## src/design/qtu_pkg.sv

```systemverilog
// Shared constants and types for the four-channel counter/timer unit.
package qtu_pkg;

  ////////////////////////////////////////////////////////////////////////////
  // Channel count and which channels own a zero-count pin.
  localparam int unsigned QTU_NUM_CH = 4;
  localparam int unsigned QTU_ZC_CH = 3;

  ////////////////////////////////////////////////////////////////////////////
  // Bit positions inside a control word.
  localparam int unsigned QTU_CTL_IRQ_EN = 7;
  localparam int unsigned QTU_CTL_COUNTER = 6;
  localparam int unsigned QTU_CTL_PRE256 = 5;
  localparam int unsigned QTU_CTL_RISING = 4;
  localparam int unsigned QTU_CTL_TRIG = 3;
  localparam int unsigned QTU_CTL_TC_NEXT = 2;
  localparam int unsigned QTU_CTL_SWRST = 1;
  localparam int unsigned QTU_CTL_IS_CTRL = 0;

  // Vector layout: host bits on top, channel number, then a zero.
  localparam int unsigned QTU_VEC_HI_LSB = 3;
  localparam int unsigned QTU_VEC_CH_LSB = 1;

  ////////////////////////////////////////////////////////////////////////////
  // Reset values.
  localparam logic [7:0] QTU_CTRL_RST = 8'h00;
  localparam logic [7:0] QTU_TC_RST = 8'h00;
  localparam logic [7:0] QTU_CNT_RST = 8'h00;
  localparam logic [4:0] QTU_VEC_RST = 5'h00;
  localparam logic [7:0] QTU_DOUT_RST = 8'h00;

  ////////////////////////////////////////////////////////////////////////////
  // Prescaler terminal counts: divide by 16 and by 256.
  localparam logic [7:0] QTU_PRE16_MAX = 8'h0F;
  localparam logic [7:0] QTU_PRE256_MAX = 8'hFF;
  localparam logic [7:0] QTU_PRE_RST = 8'h00;

  // The down-counter reaches zero on the tick taken while it holds one.
  localparam logic [7:0] QTU_CNT_LAST = 8'h01;

  // Channel phase: stopped, waiting for a trigger edge, or counting.
  typedef enum logic [1:0] {
    QTU_IDLE,
    QTU_ARMED,
    QTU_RUN
  } qtu_phase_t;

endpackage : qtu_pkg

```

## src/design/qtu_sync.sv

```systemverilog
// Two-flop synchroniser for a group of asynchronous input levels.
`timescale 1ns/1ps
`default_nettype none
module qtu_sync #(
  parameter int unsigned WIDTH = 1
) (
  input wire logic sys_clk,               // System clock.
  input wire logic rstn,                  // Asynchronous reset, active low.
  input wire logic [WIDTH-1:0] async_in,  // Levels from outside the clock domain.
  output logic [WIDTH-1:0] sync_out       // Levels after two flops.
);

  typedef struct packed {
    logic [WIDTH-1:0] meta;
    logic [WIDTH-1:0] stab;
  } qtu_sync_t;

  qtu_sync_t s_q;
  qtu_sync_t s_d;

  always_comb begin
    s_d.meta = async_in;
    s_d.stab = s_q.meta;
  end

  always_ff @(posedge sys_clk or negedge rstn) begin
    if (!rstn) begin
      s_q <= '0;
    end else begin
      s_q <= s_d;
    end
  end

  assign sync_out = s_q.stab;

endmodule : qtu_sync
`default_nettype wire

```

## src/design/qtu_prescaler.sv

```systemverilog
// Per-channel prescaler dividing the system clock by 16 or 256.
`timescale 1ns/1ps
`default_nettype none
module qtu_prescaler
  import qtu_pkg::*;
(
  input wire logic sys_clk,  // System clock.
  input wire logic rstn,     // Asynchronous reset, active low.
  input wire logic clr,      // Hold the prescaler at zero.
  input wire logic sel256,   // High divides by 256, low by 16.
  output logic tick          // One-cycle pulse per prescaler period.
);

  typedef struct packed {
    logic [7:0] cnt;
  } qtu_pre_t;

  qtu_pre_t p_q;
  qtu_pre_t p_d;
  logic [7:0] last;

  always_comb begin
    p_d = p_q;
    last = sel256 ? QTU_PRE256_MAX : QTU_PRE16_MAX;
    tick = 1'b0;
    if (clr) begin
      p_d.cnt = QTU_PRE_RST;
    end else if (p_q.cnt >= last) begin
      // A divisor change mid-period wraps at once instead of running to 255.
      p_d.cnt = QTU_PRE_RST;
      tick = 1'b1;
    end else begin
      p_d.cnt = p_q.cnt + 8'h01;
    end
  end

  always_ff @(posedge sys_clk or negedge rstn) begin
    if (!rstn) begin
      p_q.cnt <= QTU_PRE_RST;
    end else begin
      p_q <= p_d;
    end
  end

endmodule : qtu_prescaler
`default_nettype wire

```

## src/design/qtu_top.sv

```systemverilog
// Four-channel counter/timer unit with host I/O bus and vectored requests.
//
// Functional notes
// RQ1: Four channels; channel 0 highest priority.
// RQ2: Each channel yields its own interrupt vector.
// RQ3: Per channel: reload, control, count, prescaler.
// RQ4: Channel selects route each access.
// RQ5: Bit 0 set is control, clear vector.
// RQ6: Bit 7 enables interrupt; bit 1 resets.
// RQ7: Bit 6 set counts external edges.
// RQ8: Bit 6 clear counts prescaler pulses.
// RQ9: Prescaler timer-only, divides 256 or 16.
// RQ10: Bit 4 picks edge; bit 3 edge-starts timer.
// RQ11: Bit 3 clear starts timer on load.
// RQ12: Bit 2 set: next byte is reload.
// RQ13: Reload follows control word, counts 1-256.
// RQ14: First reload value copied into counter.
// RQ15: At zero, reload and keep counting.
// RQ16: New reload used only at next zero.
// RQ17: Zero count pulses the zero-count output.
// RQ18: Only channels 0-2 have zero-count outputs.
// RQ19: Read returns selected live down-counter.
// RQ20: Enabled channel requests interrupt at zero.
// RQ21: Selects form binary number, high bit second.
// RQ22: Vector: host bits, channel number, zero.
// RQ23: Reload byte zero means 256 counts.
// RQ24: Software reset stops channel until reload written.
// RQ25: One-cycle pulse; external edges synchronised.
`timescale 1ns/1ps
`default_nettype none
module qtu_top
  import qtu_pkg::*;
(
  input wire logic sys_clk,             // System clock, 25 MHz.
  input wire logic rstn,                // Asynchronous reset, active low.
  input wire logic ce_n,                // Chip enable, active low.
  input wire logic iorq_n,              // I/O request, active low.
  input wire logic rd_n,                // Read strobe, active low.
  input wire logic m1_n,                // Machine cycle one, active low.
  input wire logic chan_sel_lo,         // Channel select, low bit.
  input wire logic chan_sel_hi,         // Channel select, high bit.
  input wire logic [7:0] data_in,       // Data bus, input side.
  output logic [7:0] data_out,          // Data bus, output side.
  output logic data_oe,                 // Data bus drive enable.
  input wire logic [3:0] ext_edge_input,  // External clock/trigger per channel.
  output logic [2:0] zero_count_pulse,  // Zero-count pulses, channels 0 to 2.
  output logic int_req                  // Any enabled channel has a request.
);

  ////////////////////////////////////////////////////////////////////////////
  // Input synchronisation. Strobes are inverted ahead of the first flop so
  // that the reset value of zero reads as an idle bus.

  logic [13:0] bus_s;
  logic [3:0] ext_s;
  logic ce_s;
  logic iorq_s;
  logic rd_s;
  logic m1_s;
  logic [1:0] sel;
  logic [7:0] din_s;

  qtu_sync #(.WIDTH(14)) u_bus_sync (
    .sys_clk(sys_clk),
    .rstn(rstn),
    .async_in({~ce_n, ~iorq_n, ~rd_n, ~m1_n, chan_sel_hi, chan_sel_lo, data_in}),
    .sync_out(bus_s)
  );

  qtu_sync #(.WIDTH(4)) u_ext_sync (  // [RQ25]
    .sys_clk(sys_clk),
    .rstn(rstn),
    .async_in(ext_edge_input),
    .sync_out(ext_s)
  );

  assign ce_s = bus_s[13];
  assign iorq_s = bus_s[12];
  assign rd_s = bus_s[11];
  assign m1_s = bus_s[10];
  assign sel = bus_s[9:8];  // [RQ21]
  assign din_s = bus_s[7:0];

  ////////////////////////////////////////////////////////////////////////////
  // State.

  typedef struct packed {
    logic [3:0][7:0] ctrl;  // [RQ3]
    logic [3:0][7:0] tc;
    logic [3:0][7:0] cnt;
    qtu_phase_t [3:0] phase;
    logic [3:0] expect_tc;
    logic [3:0] pend;
    logic [3:0] ext_prev;
    logic [2:0] zc;
    logic [4:0] vec_hi;
    logic wr_prev;
    logic rd_prev;
    logic ack_prev;
    logic [7:0] dout;
    logic doe;
  } qtu_state_t;

  qtu_state_t q;
  qtu_state_t d;

  logic wr_now;
  logic rd_now;
  logic ack_now;
  logic wr_start;
  logic rd_start;
  logic ack_start;
  logic [3:0] edge_hit;
  logic [3:0] ptick;
  logic [3:0] tick;
  logic [3:0] zero;
  logic [3:0] pre_clr;

  // Lowest-numbered pending channel wins the vector.
  function automatic logic [1:0] qtu_pick(input logic [3:0] p);
    logic [1:0] r;
    r = 2'h0;
    for (int i = QTU_NUM_CH - 1; i >= 0; i--) begin
      if (p[i]) begin
        r = 2'(i);
      end
    end
    return r;
  endfunction : qtu_pick

  assign wr_now = ce_s & iorq_s & ~rd_s & ~m1_s;
  assign rd_now = ce_s & iorq_s & rd_s & ~m1_s;
  assign ack_now = iorq_s & m1_s;
  assign wr_start = wr_now & ~q.wr_prev;
  assign rd_start = rd_now & ~q.rd_prev;
  assign ack_start = ack_now & ~q.ack_prev;

  ////////////////////////////////////////////////////////////////////////////
  // Prescalers, run only while a timer channel counts.

  for (genvar g = 0; g < QTU_NUM_CH; g++) begin : g_pre
    assign pre_clr[g] = (q.phase[g] != QTU_RUN) | q.ctrl[g][QTU_CTL_COUNTER];  // [RQ9]
    qtu_prescaler u_pre (
      .sys_clk(sys_clk),
      .rstn(rstn),
      .clr(pre_clr[g]),
      .sel256(q.ctrl[g][QTU_CTL_PRE256]),  // [RQ9]
      .tick(ptick[g])
    );
  end

  ////////////////////////////////////////////////////////////////////////////
  // Next state.

  always_comb begin
    d = q;
    d.zc = '0;
    d.wr_prev = wr_now;
    d.rd_prev = rd_now;
    d.ack_prev = ack_now;
    for (int c = 0; c < QTU_NUM_CH; c++) begin
      edge_hit[c] = q.ctrl[c][QTU_CTL_RISING] ? (ext_s[c] & ~q.ext_prev[c])
                                               : (~ext_s[c] & q.ext_prev[c]);  // [RQ10]
      tick[c] = q.ctrl[c][QTU_CTL_COUNTER] ? edge_hit[c] : ptick[c];  // [RQ7] [RQ8]
      zero[c] = 1'b0;
      d.ext_prev[c] = ext_s[c];
      case (q.phase[c])
        QTU_IDLE: begin
        end
        QTU_ARMED: begin
          if (edge_hit[c]) begin
            d.phase[c] = QTU_RUN;  // [RQ10]
          end
        end
        QTU_RUN: begin
          if (tick[c]) begin
            if (q.cnt[c] == QTU_CNT_LAST) begin
              d.cnt[c] = q.tc[c];  // [RQ15] [RQ16]
              zero[c] = 1'b1;
            end else begin
              // A reload of zero wraps to 255 here and so spans 256 ticks.
              d.cnt[c] = q.cnt[c] - 8'h01;  // [RQ23]
            end
          end
        end
        default: begin
          d.phase[c] = QTU_IDLE;
        end
      endcase
    end

    // Bus side: a read, or an acknowledge while a request is pending, drives the bus for its duration.
    if (rd_start) begin
      d.dout = q.cnt[sel];  // [RQ19]
      d.doe = 1'b1;
    end else if (ack_start && (q.pend != 4'h0)) begin
      d.dout = {q.vec_hi, qtu_pick(q.pend), 1'b0};  // [RQ2] [RQ22] [RQ1]
      d.doe = 1'b1;
      d.pend[qtu_pick(q.pend)] = 1'b0;
    end else if (!rd_now && !ack_now) begin
      d.doe = 1'b0;
    end

    // Zero events set requests after the acknowledge clear, so set wins.
    for (int c = 0; c < QTU_NUM_CH; c++) begin
      if (zero[c]) begin
        if (c < QTU_ZC_CH) begin
          d.zc[c] = 1'b1;  // [RQ17] [RQ18] [RQ25]
        end
        if (q.ctrl[c][QTU_CTL_IRQ_EN]) begin
          d.pend[c] = 1'b1;  // [RQ20] [RQ6]
        end
      end
    end

    // Host writes, routed by the channel select code.
    if (wr_start) begin  // [RQ4]
      if (q.expect_tc[sel]) begin
        d.tc[sel] = din_s;  // [RQ12] [RQ13]
        d.expect_tc[sel] = 1'b0;
        if (q.phase[sel] != QTU_RUN) begin
          d.cnt[sel] = din_s;  // [RQ14]
          if (q.ctrl[sel][QTU_CTL_COUNTER] || !q.ctrl[sel][QTU_CTL_TRIG]) begin
            d.phase[sel] = QTU_RUN;  // [RQ11]
          end else begin
            d.phase[sel] = QTU_ARMED;  // [RQ10]
          end
        end
      end else if (din_s[QTU_CTL_IS_CTRL]) begin  // [RQ5]
        d.ctrl[sel] = din_s;
        d.expect_tc[sel] = din_s[QTU_CTL_TC_NEXT];  // [RQ12]
        if (din_s[QTU_CTL_SWRST]) begin
          // Stopped until the next reload byte; pulses already due are dropped.
          d.phase[sel] = QTU_IDLE;  // [RQ6] [RQ24]
          d.pend[sel] = 1'b0;
          d.zc = d.zc & ~(3'h1 << sel);
        end
      end else begin
        d.vec_hi = din_s[7:QTU_VEC_HI_LSB];  // [RQ5]
      end
    end
  end

  always_ff @(posedge sys_clk or negedge rstn) begin
    if (!rstn) begin
      for (int c = 0; c < QTU_NUM_CH; c++) begin
        q.ctrl[c] <= QTU_CTRL_RST;
        q.tc[c] <= QTU_TC_RST;
        q.cnt[c] <= QTU_CNT_RST;
        q.phase[c] <= QTU_IDLE;
      end
      q.expect_tc <= '0;
      q.pend <= '0;
      q.ext_prev <= '0;
      q.zc <= '0;
      q.vec_hi <= QTU_VEC_RST;
      q.wr_prev <= 1'b0;
      q.rd_prev <= 1'b0;
      q.ack_prev <= 1'b0;
      q.dout <= QTU_DOUT_RST;
      q.doe <= 1'b0;
    end else begin
      q <= d;
    end
  end

  assign data_out = q.dout;
  assign data_oe = q.doe;
  assign zero_count_pulse = q.zc;
  assign int_req = |q.pend;
endmodule : qtu_top
`default_nettype wire

```

## config.mk

```make
export PLATFORM = sky130hd
export DESIGN_NAME = qtu_top
export DESIGN_NICKNAME = d
export VERILOG_FILES = /design/src/design/qtu_pkg.sv /design/src/design/qtu_sync.sv /design/src/design/qtu_prescaler.sv /design/src/design/qtu_top.sv
export SDC_FILE = /design/constraint.sdc
export NUM_CORES = 1
export LEC_CHECK = 0
export BUFFER_PORTS_ARGS = -buffer_cell sky130_fd_sc_hd__buf_2
export CAP_MARGIN = 0
export CORE_ASPECT_RATIO = 1.25
export CORE_MARGIN = 1.5
export CORE_UTILIZATION = 50
export DETAILED_ROUTE_END_ITERATION = 8
export PLACE_DENSITY = 0.78
export SYNTH_ARGS = -nofsm -noshare
export SYNTH_HDL_FRONTEND = slang
export SYNTH_HIERARCHICAL = 1
export SYNTH_SLANG_ARGS = --single-unit
```

## constraint.sdc

```tcl
create_clock -name sys_clk -period 3 [get_ports sys_clk]
set_clock_uncertainty 0.2 [all_clocks]
set_input_delay 0.45 -clock sys_clk [delete_from_list [all_inputs] [get_ports sys_clk]]
set_output_delay 0.45 -clock sys_clk [all_outputs]
set_load 0.1 [all_outputs]
```

# After elaboration in Yosys (flattened, before gate mapping)
# Cells that the tools add are included.
dict set report totals {
  ff_bits 204
  in_bits 20
  elab_cells 265
  out_inout_bits 13
}
dict set report op_classes {
  bitwise 55
  addsub 8
  eq_ne 17
  muxes 117
  reduce_logical 25
  shift 1
  order_cmp 8
}
# operator count
set op_table {}
lappend op_table {{$mux 8} 31}
lappend op_table {{$bwmux 32} 3}
lappend op_table {{$mux 48} 1}
lappend op_table {{$mux 1} 44}
lappend op_table {{$mux 40} 1}
lappend op_table {{$add 8x1->8 const B} 4}
lappend op_table {{$bmux 8 s2} 2}
lappend op_table {{$eq 8x1->1 const B} 4}
lappend op_table {{$ge 8x8->1} 4}
lappend op_table {{$mux 32} 1}
lappend op_table {{$sub 8x1->8 const B} 4}
lappend op_table {{$mux 2} 12}
lappend op_table {{$and 4x4->4} 5}
lappend op_table {{$not 1->1} 19}
lappend op_table {{$and 1x1->1} 17}
lappend op_table {{$demux 8 s2} 1}
lappend op_table {{$mux 16} 1}
lappend op_table {{$mux 4} 4}
lappend op_table {{$not 4->4} 4}
lappend op_table {{$pmux 2 s2} 4}
lappend op_table {{$mux 12} 1}
lappend op_table {{$ne 2x2->1 const B} 5}
lappend op_table {{$mux 9} 1}
lappend op_table {{$and 8x8->8} 1}
lappend op_table {{other kinds (29)} 57}

# Longest topological paths before layout
dict set report logic_depth {
  word_depth 21
  mapped_depth 11
}

# Hierarchy
# Netlist, hierarchy kept.
# module area_each_um2 instances seq_area_each_um2 cells_each
set by_module_without_submodules {}
lappend by_module_without_submodules {qtu_top 6656.4 1 3103.0 685}
lappend by_module_without_submodules {qtu_prescaler 467.9 4 200.2 47}
lappend by_module_without_submodules {{qtu_sync (u_bus_sync)} 700.7 1 700.7 28}
lappend by_module_without_submodules {{qtu_sync (u_ext_sync)} 200.2 1 200.2 8}

# Least setup slack after synthesis
# No wires, ideal clock.
dict set report synth_path {
  path_kind {register to register}
  startpoint {register q[125] in the netlist's numbering}
  endpoint {register q[60] in the netlist's numbering}
  stages_incl_launch_ff 11
  path_buffers 1
  required_time_ns 2.675
  period_less_slack_ns 2.544
  arrival_ns 2.219
  path_slack_ns 0.456
  cell_sequence {dfrtp_1 > inv_1 > ha_1 > a21oi_1 > o22a_2 > a21oi_1 > o21ai_0 > or2_2 > clkbuf_1 > o31ai_1 > mux2_2}
}
# element line_no
set synth_lines {}
lappend synth_lines {{from (decl)} qtu_top.sv:104} ;# qtu_state_t q;

==> impl_metrics.json <==
{
  "synth_edf_count": 0,
  "slew_violations": 0,
  "placed_cell_area_um2": 9810,
  "final_antenna_net_count": 0,
  "grt_usage_pct": 23.6,
  "grt_pass1_wl_um": 36200,
  "cts.repair.resized": 0,
  "end_kind": "flop",
  "die_width_um": 126,
  "relSlewSlack_pct": 48.0,
  "route.detailed.drc": 3,
  "dr.pass1.iters": 8,
  "vias_per_cell": 6.08,
  "critical_path.max_fanout": 7,
  "wl_per_cell_um": 18.5,
  "pwr-share-clk_pct": 34.2,
  "numCtsBuffers": 17,
  "grt-ovfl-total": 0,
  "port-buffer-count": 32,
  "criticalPathCategory": "reg -> reg",
  "setup_violations": 0,
  "grt_max_degree": 80,
  "clock_sinks": 192,
  "yosysUniqueCellTypes": 65,
  "min_path_type": "reg -> reg",
  "diodes": 0,
  "start_util_pct": 51.5,
  "synth_warnings": 6,
  "vias": 7249,
  "r2r-end": "q[44]",
  "crit_arrival_ns": 2.81,
  "seqPwrFrac_pct": 46.0,
  "drive_gt1_share_pct": 16.9,
  "finalPower_uw": 6800,
  "setup_tns_ns": 0,
  "drt-total-wl_um": 22000,
  "gp_congestion": 0.937,
  "rows": 55,
  "comb_power_share_pct": 19.9,
  "p_sw_uw": 2230,
  "syn_area_um2": 9430,
  "tightestPinTransition_ns": 0.779,
  "min_period_over_period_pct": 89.3,
  "rsz0062_at_grt": "false",
  "avgSynthCellArea_um2": 10.4,
  "syn_to_final_growth_pct": 12.6,
  "die_height_um": 157,
  "clk_latency_ns": 0.44,
  "cp-start-kind": "flop",
  "drt_first_iter_violations": 680,
  "io_pins": 33,
  "netlist_instances": 909,
  "hold_viol": 0,
  "r2r_cells": 9,
  "p_leak_uw": 0.00472,
  "ir_worst_vdd_mv": 0.477,
  "synthFlopType": "dfrtp_1",
  "async_reset_ff_share_pct": 100,
  "grt_pass1_vias": 7017,
  "h-tree-depth": 4,
  "reg2reg_slack_ns": 0.32,
  "cts_buffer_depth": 2,
  "swShare_pct": 32.8,
  "core_um2": 18300,
  "synth_nets": 957,
  "p_per_area_nw_per_um2": 641,
  "crit_path_end": "q[44]",
  "required_ns": 3.13,
  "dpl.hpwl_um": 15100,
  "fin_nets": 999,
  "cts_tree": "done",
  "root_buffer": "clkbuf_16",
  "die-area_um2": 19700,
  "r2r_start": "q[109]",
  "p_int_uw": 4570,
  "maxCapViolCount": 0,
  "antenna_found_initial": 0,
  "synth-seq-cells": 192,
  "yosysSeqAreaShare_pct": 51.0,
  "clk_pin_slew_ns": 0.08,
  "status": "complete, but fails checks",
  "crit_start": "q[109]",
  "final_cell_area_um2": 10600,
  "period_minus_slack_ns": 2.68,
  "failed_checks": "design-rule violations",
  "max_freq_mhz": 373
}
[cell usage after synthesis (4+ instances only)]
| library cell | instances | area, µm² |
|---|---|---|
| dfrtp_1 | 192 | 4800 |
| nand2_1 | 87 | 327 |
| nor2_1 | 65 | 244 |
| o21ai_0 | 55 | 275 |
| a21oi_1 | 54 | 270 |
| mux2_2 | 47 | 529 |
| nor3_1 | 41 | 205 |
| inv_1 | 38 | 143 |
| clkbuf_1 | 28 | 105 |
| ha_1 | 28 | 350 |
| nand2b_1 | 21 | 131 |
| nand3_1 | 20 | 100 |
| or3_1 | 20 | 125 |
| nand4_1 | 14 | 87.6 |
| a211oi_1 | 12 | 90.1 |
| buf_4 | 11 | 82.6 |
| a31oi_1 | 10 | 62.6 |
| mux4_2 | 10 | 225 |
| nor2b_1 | 9 | 56.3 |
| o31ai_1 | 8 | 60.1 |
| or2_2 | 8 | 50.1 |
| xnor2_1 | 8 | 70.1 |
| a22o_1 | 7 | 61.3 |
| a21o_1 | 6 | 45.0 |
| nor3b_1 | 6 | 45.0 |
| o211ai_1 | 6 | 45.0 |
| o22ai_1 | 6 | 37.5 |
| o41ai_1 | 6 | 52.6 |
| and2_1 | 5 | 31.3 |
| nor4_1 | 5 | 31.3 |
| a211oi_2 | 4 | 50.1 |
| a22oi_1 | 4 | 30.0 |
| a32oi_1 | 4 | 35.0 |
| nand3_2 | 4 | 40.0 |
| o22a_2 | 4 | 40.0 |
| xor2_1 | 4 | 35.0 |
[power groups by stage]
stage / registers, µW / logic, µW / clock network, µW
final: 3130 / 1350 / 2320
after global routing: 3150 / 1510 / 2470
after CTS: 3120 / 1340 / 2370
after detailed placement: 3160 / 1310 / 0
after global placement: 3150 / 1290 / 0
after floorplan: 3010 / 1080 / 0
[metrics by stage]
| step | setup slack [ns] | hold slack [ns] | std cells | utilization [%] |
|---|---|---|---|---|
| 6_report | 0.321 | 0.148 | 1192 | 58.0 |
| 5_1_grt | 0.0540 | 0.157 | 1192 | 58.0 |
| 4_1_cts | 0.338 | 0.153 | 1192 | 58.0 |
| 3_5_place_dp | 0.336 | 0.135 | 1141 | 53.6 |
| 3_3_place_gp | 0.430 | 0.133 | 1141 | 53.6 |
| 2_1_floorplan | 0.456 | -0.0456 | 909 | - |
[routing by layer]
layer | GRT usage [%] | part of all wire (%) | vias up | wire [µm]
met5 | 0 | 0 | - | 0
met2 | 39.1 | 49 | 253 | 10900
met1 | 29.9 | 41 | 3559 | 9120
met3 | 5.03 | 6.0 | 52 | 1320
li1 | - | - | 3385 | -
met4 | 10.5 | 3.3 | 0 | 726
[repair_timing]
action	4_1_cts	5_1_grt
hold buffers	19	0
buffers inserted	0	0
hold endpoints to repair	95	0
[worst min-delay path by stage]
stage	start	to	cells after the start	slack (ns)
after floorplan	rstn	data_oe	0	-0.05
after global placement	u_bus_sync/s_d[5]	u_bus_sync/sync_out[5]	0	0.13
after detailed placement	u_bus_sync/s_d[3]	u_bus_sync/sync_out[3]	0	0.13
after CTS	u_bus_sync/s_d[0]	u_bus_sync/sync_out[0]	0	0.15
after global routing	u_bus_sync/s_d[10]	u_bus_sync/sync_out[10]	0	0.16
final	u_bus_sync/s_d[13]	u_bus_sync/sync_out[13]	0	0.15
[critical path, stage by stage, from the launching register on]
cell	delay (ns)
dfrtp_1	0.38
inv_1	0.12
ha_1	0.26
a21oi_1	0.19
o22a_2	0.17
a21oi_1	0.06
o21ai_0	0.38
nor2_1	0.25
a32o_1	0.30
mux2_2	0.25
[sequential cells by signal, indices dropped and copies added (netlist names)]
signal and cells:
data_oe 1, q 112, u_ext_sync/s_d 4, g_pre.u_pre/p_q 32, data_out 8, u_bus_sync/sync_out 14
zero_count_pulse 3, u_bus_sync/s_d 14, u_ext_sync/sync_out 4
[kinds of logic (layout without fill, tap and decap cells)]
kind of cell,after synthesis,after routing,share of synthesized area [%]
AO/OA/AOI/OAI,207,207,14.2
XOR/XNOR,12,12,1.11
adder cells (fa/ha/maj),28,28,3.72
buffers and inverters,80,135,3.65
flip-flops,192,192,51.0
multiplexers,60,60,8.32
AND/OR/NAND/NOR,330,330,18.0
[cells in the final DEF, fill, tap and decap left out, types with 5 or more instances in the layout]
cell and instances:
nor4_1 5, o41ai_1 6, mux2_2 47, a211oi_1 12
dfrtp_1 192, buf_2 31, nand2_1 87, nand2b_1 21
nand3_1 20, o31ai_1 8, nor2b_1 9, a31oi_1 10
nor3_1 41, inv_1 38, o22ai_1 6, and2_1 5
or2_2 8, nor3b_1 6, mux4_2 10, nand4_1 14
o21ai_0 55, buf_4 12, a22o_1 7, xnor2_1 8
o211ai_1 6, a21oi_1 54, or3_1 20, a21o_1 6
clkbuf_16 17, ha_1 28, nor2_1 65, dlygate4sd3_1 19
[final cells by class]
class | instances | area (µm²)
inverter | 38 | 143
tap | 228 | 285
clock buffer | 17 | 425
timing repair buffer | 65 | 489
sequential | 192 | 4800
clock inverter | 15 | 189
fill | 1526 | 7690
multi-input combinational | 637 | 4280
No activity file was read; power rests on OpenSTA's default activity.
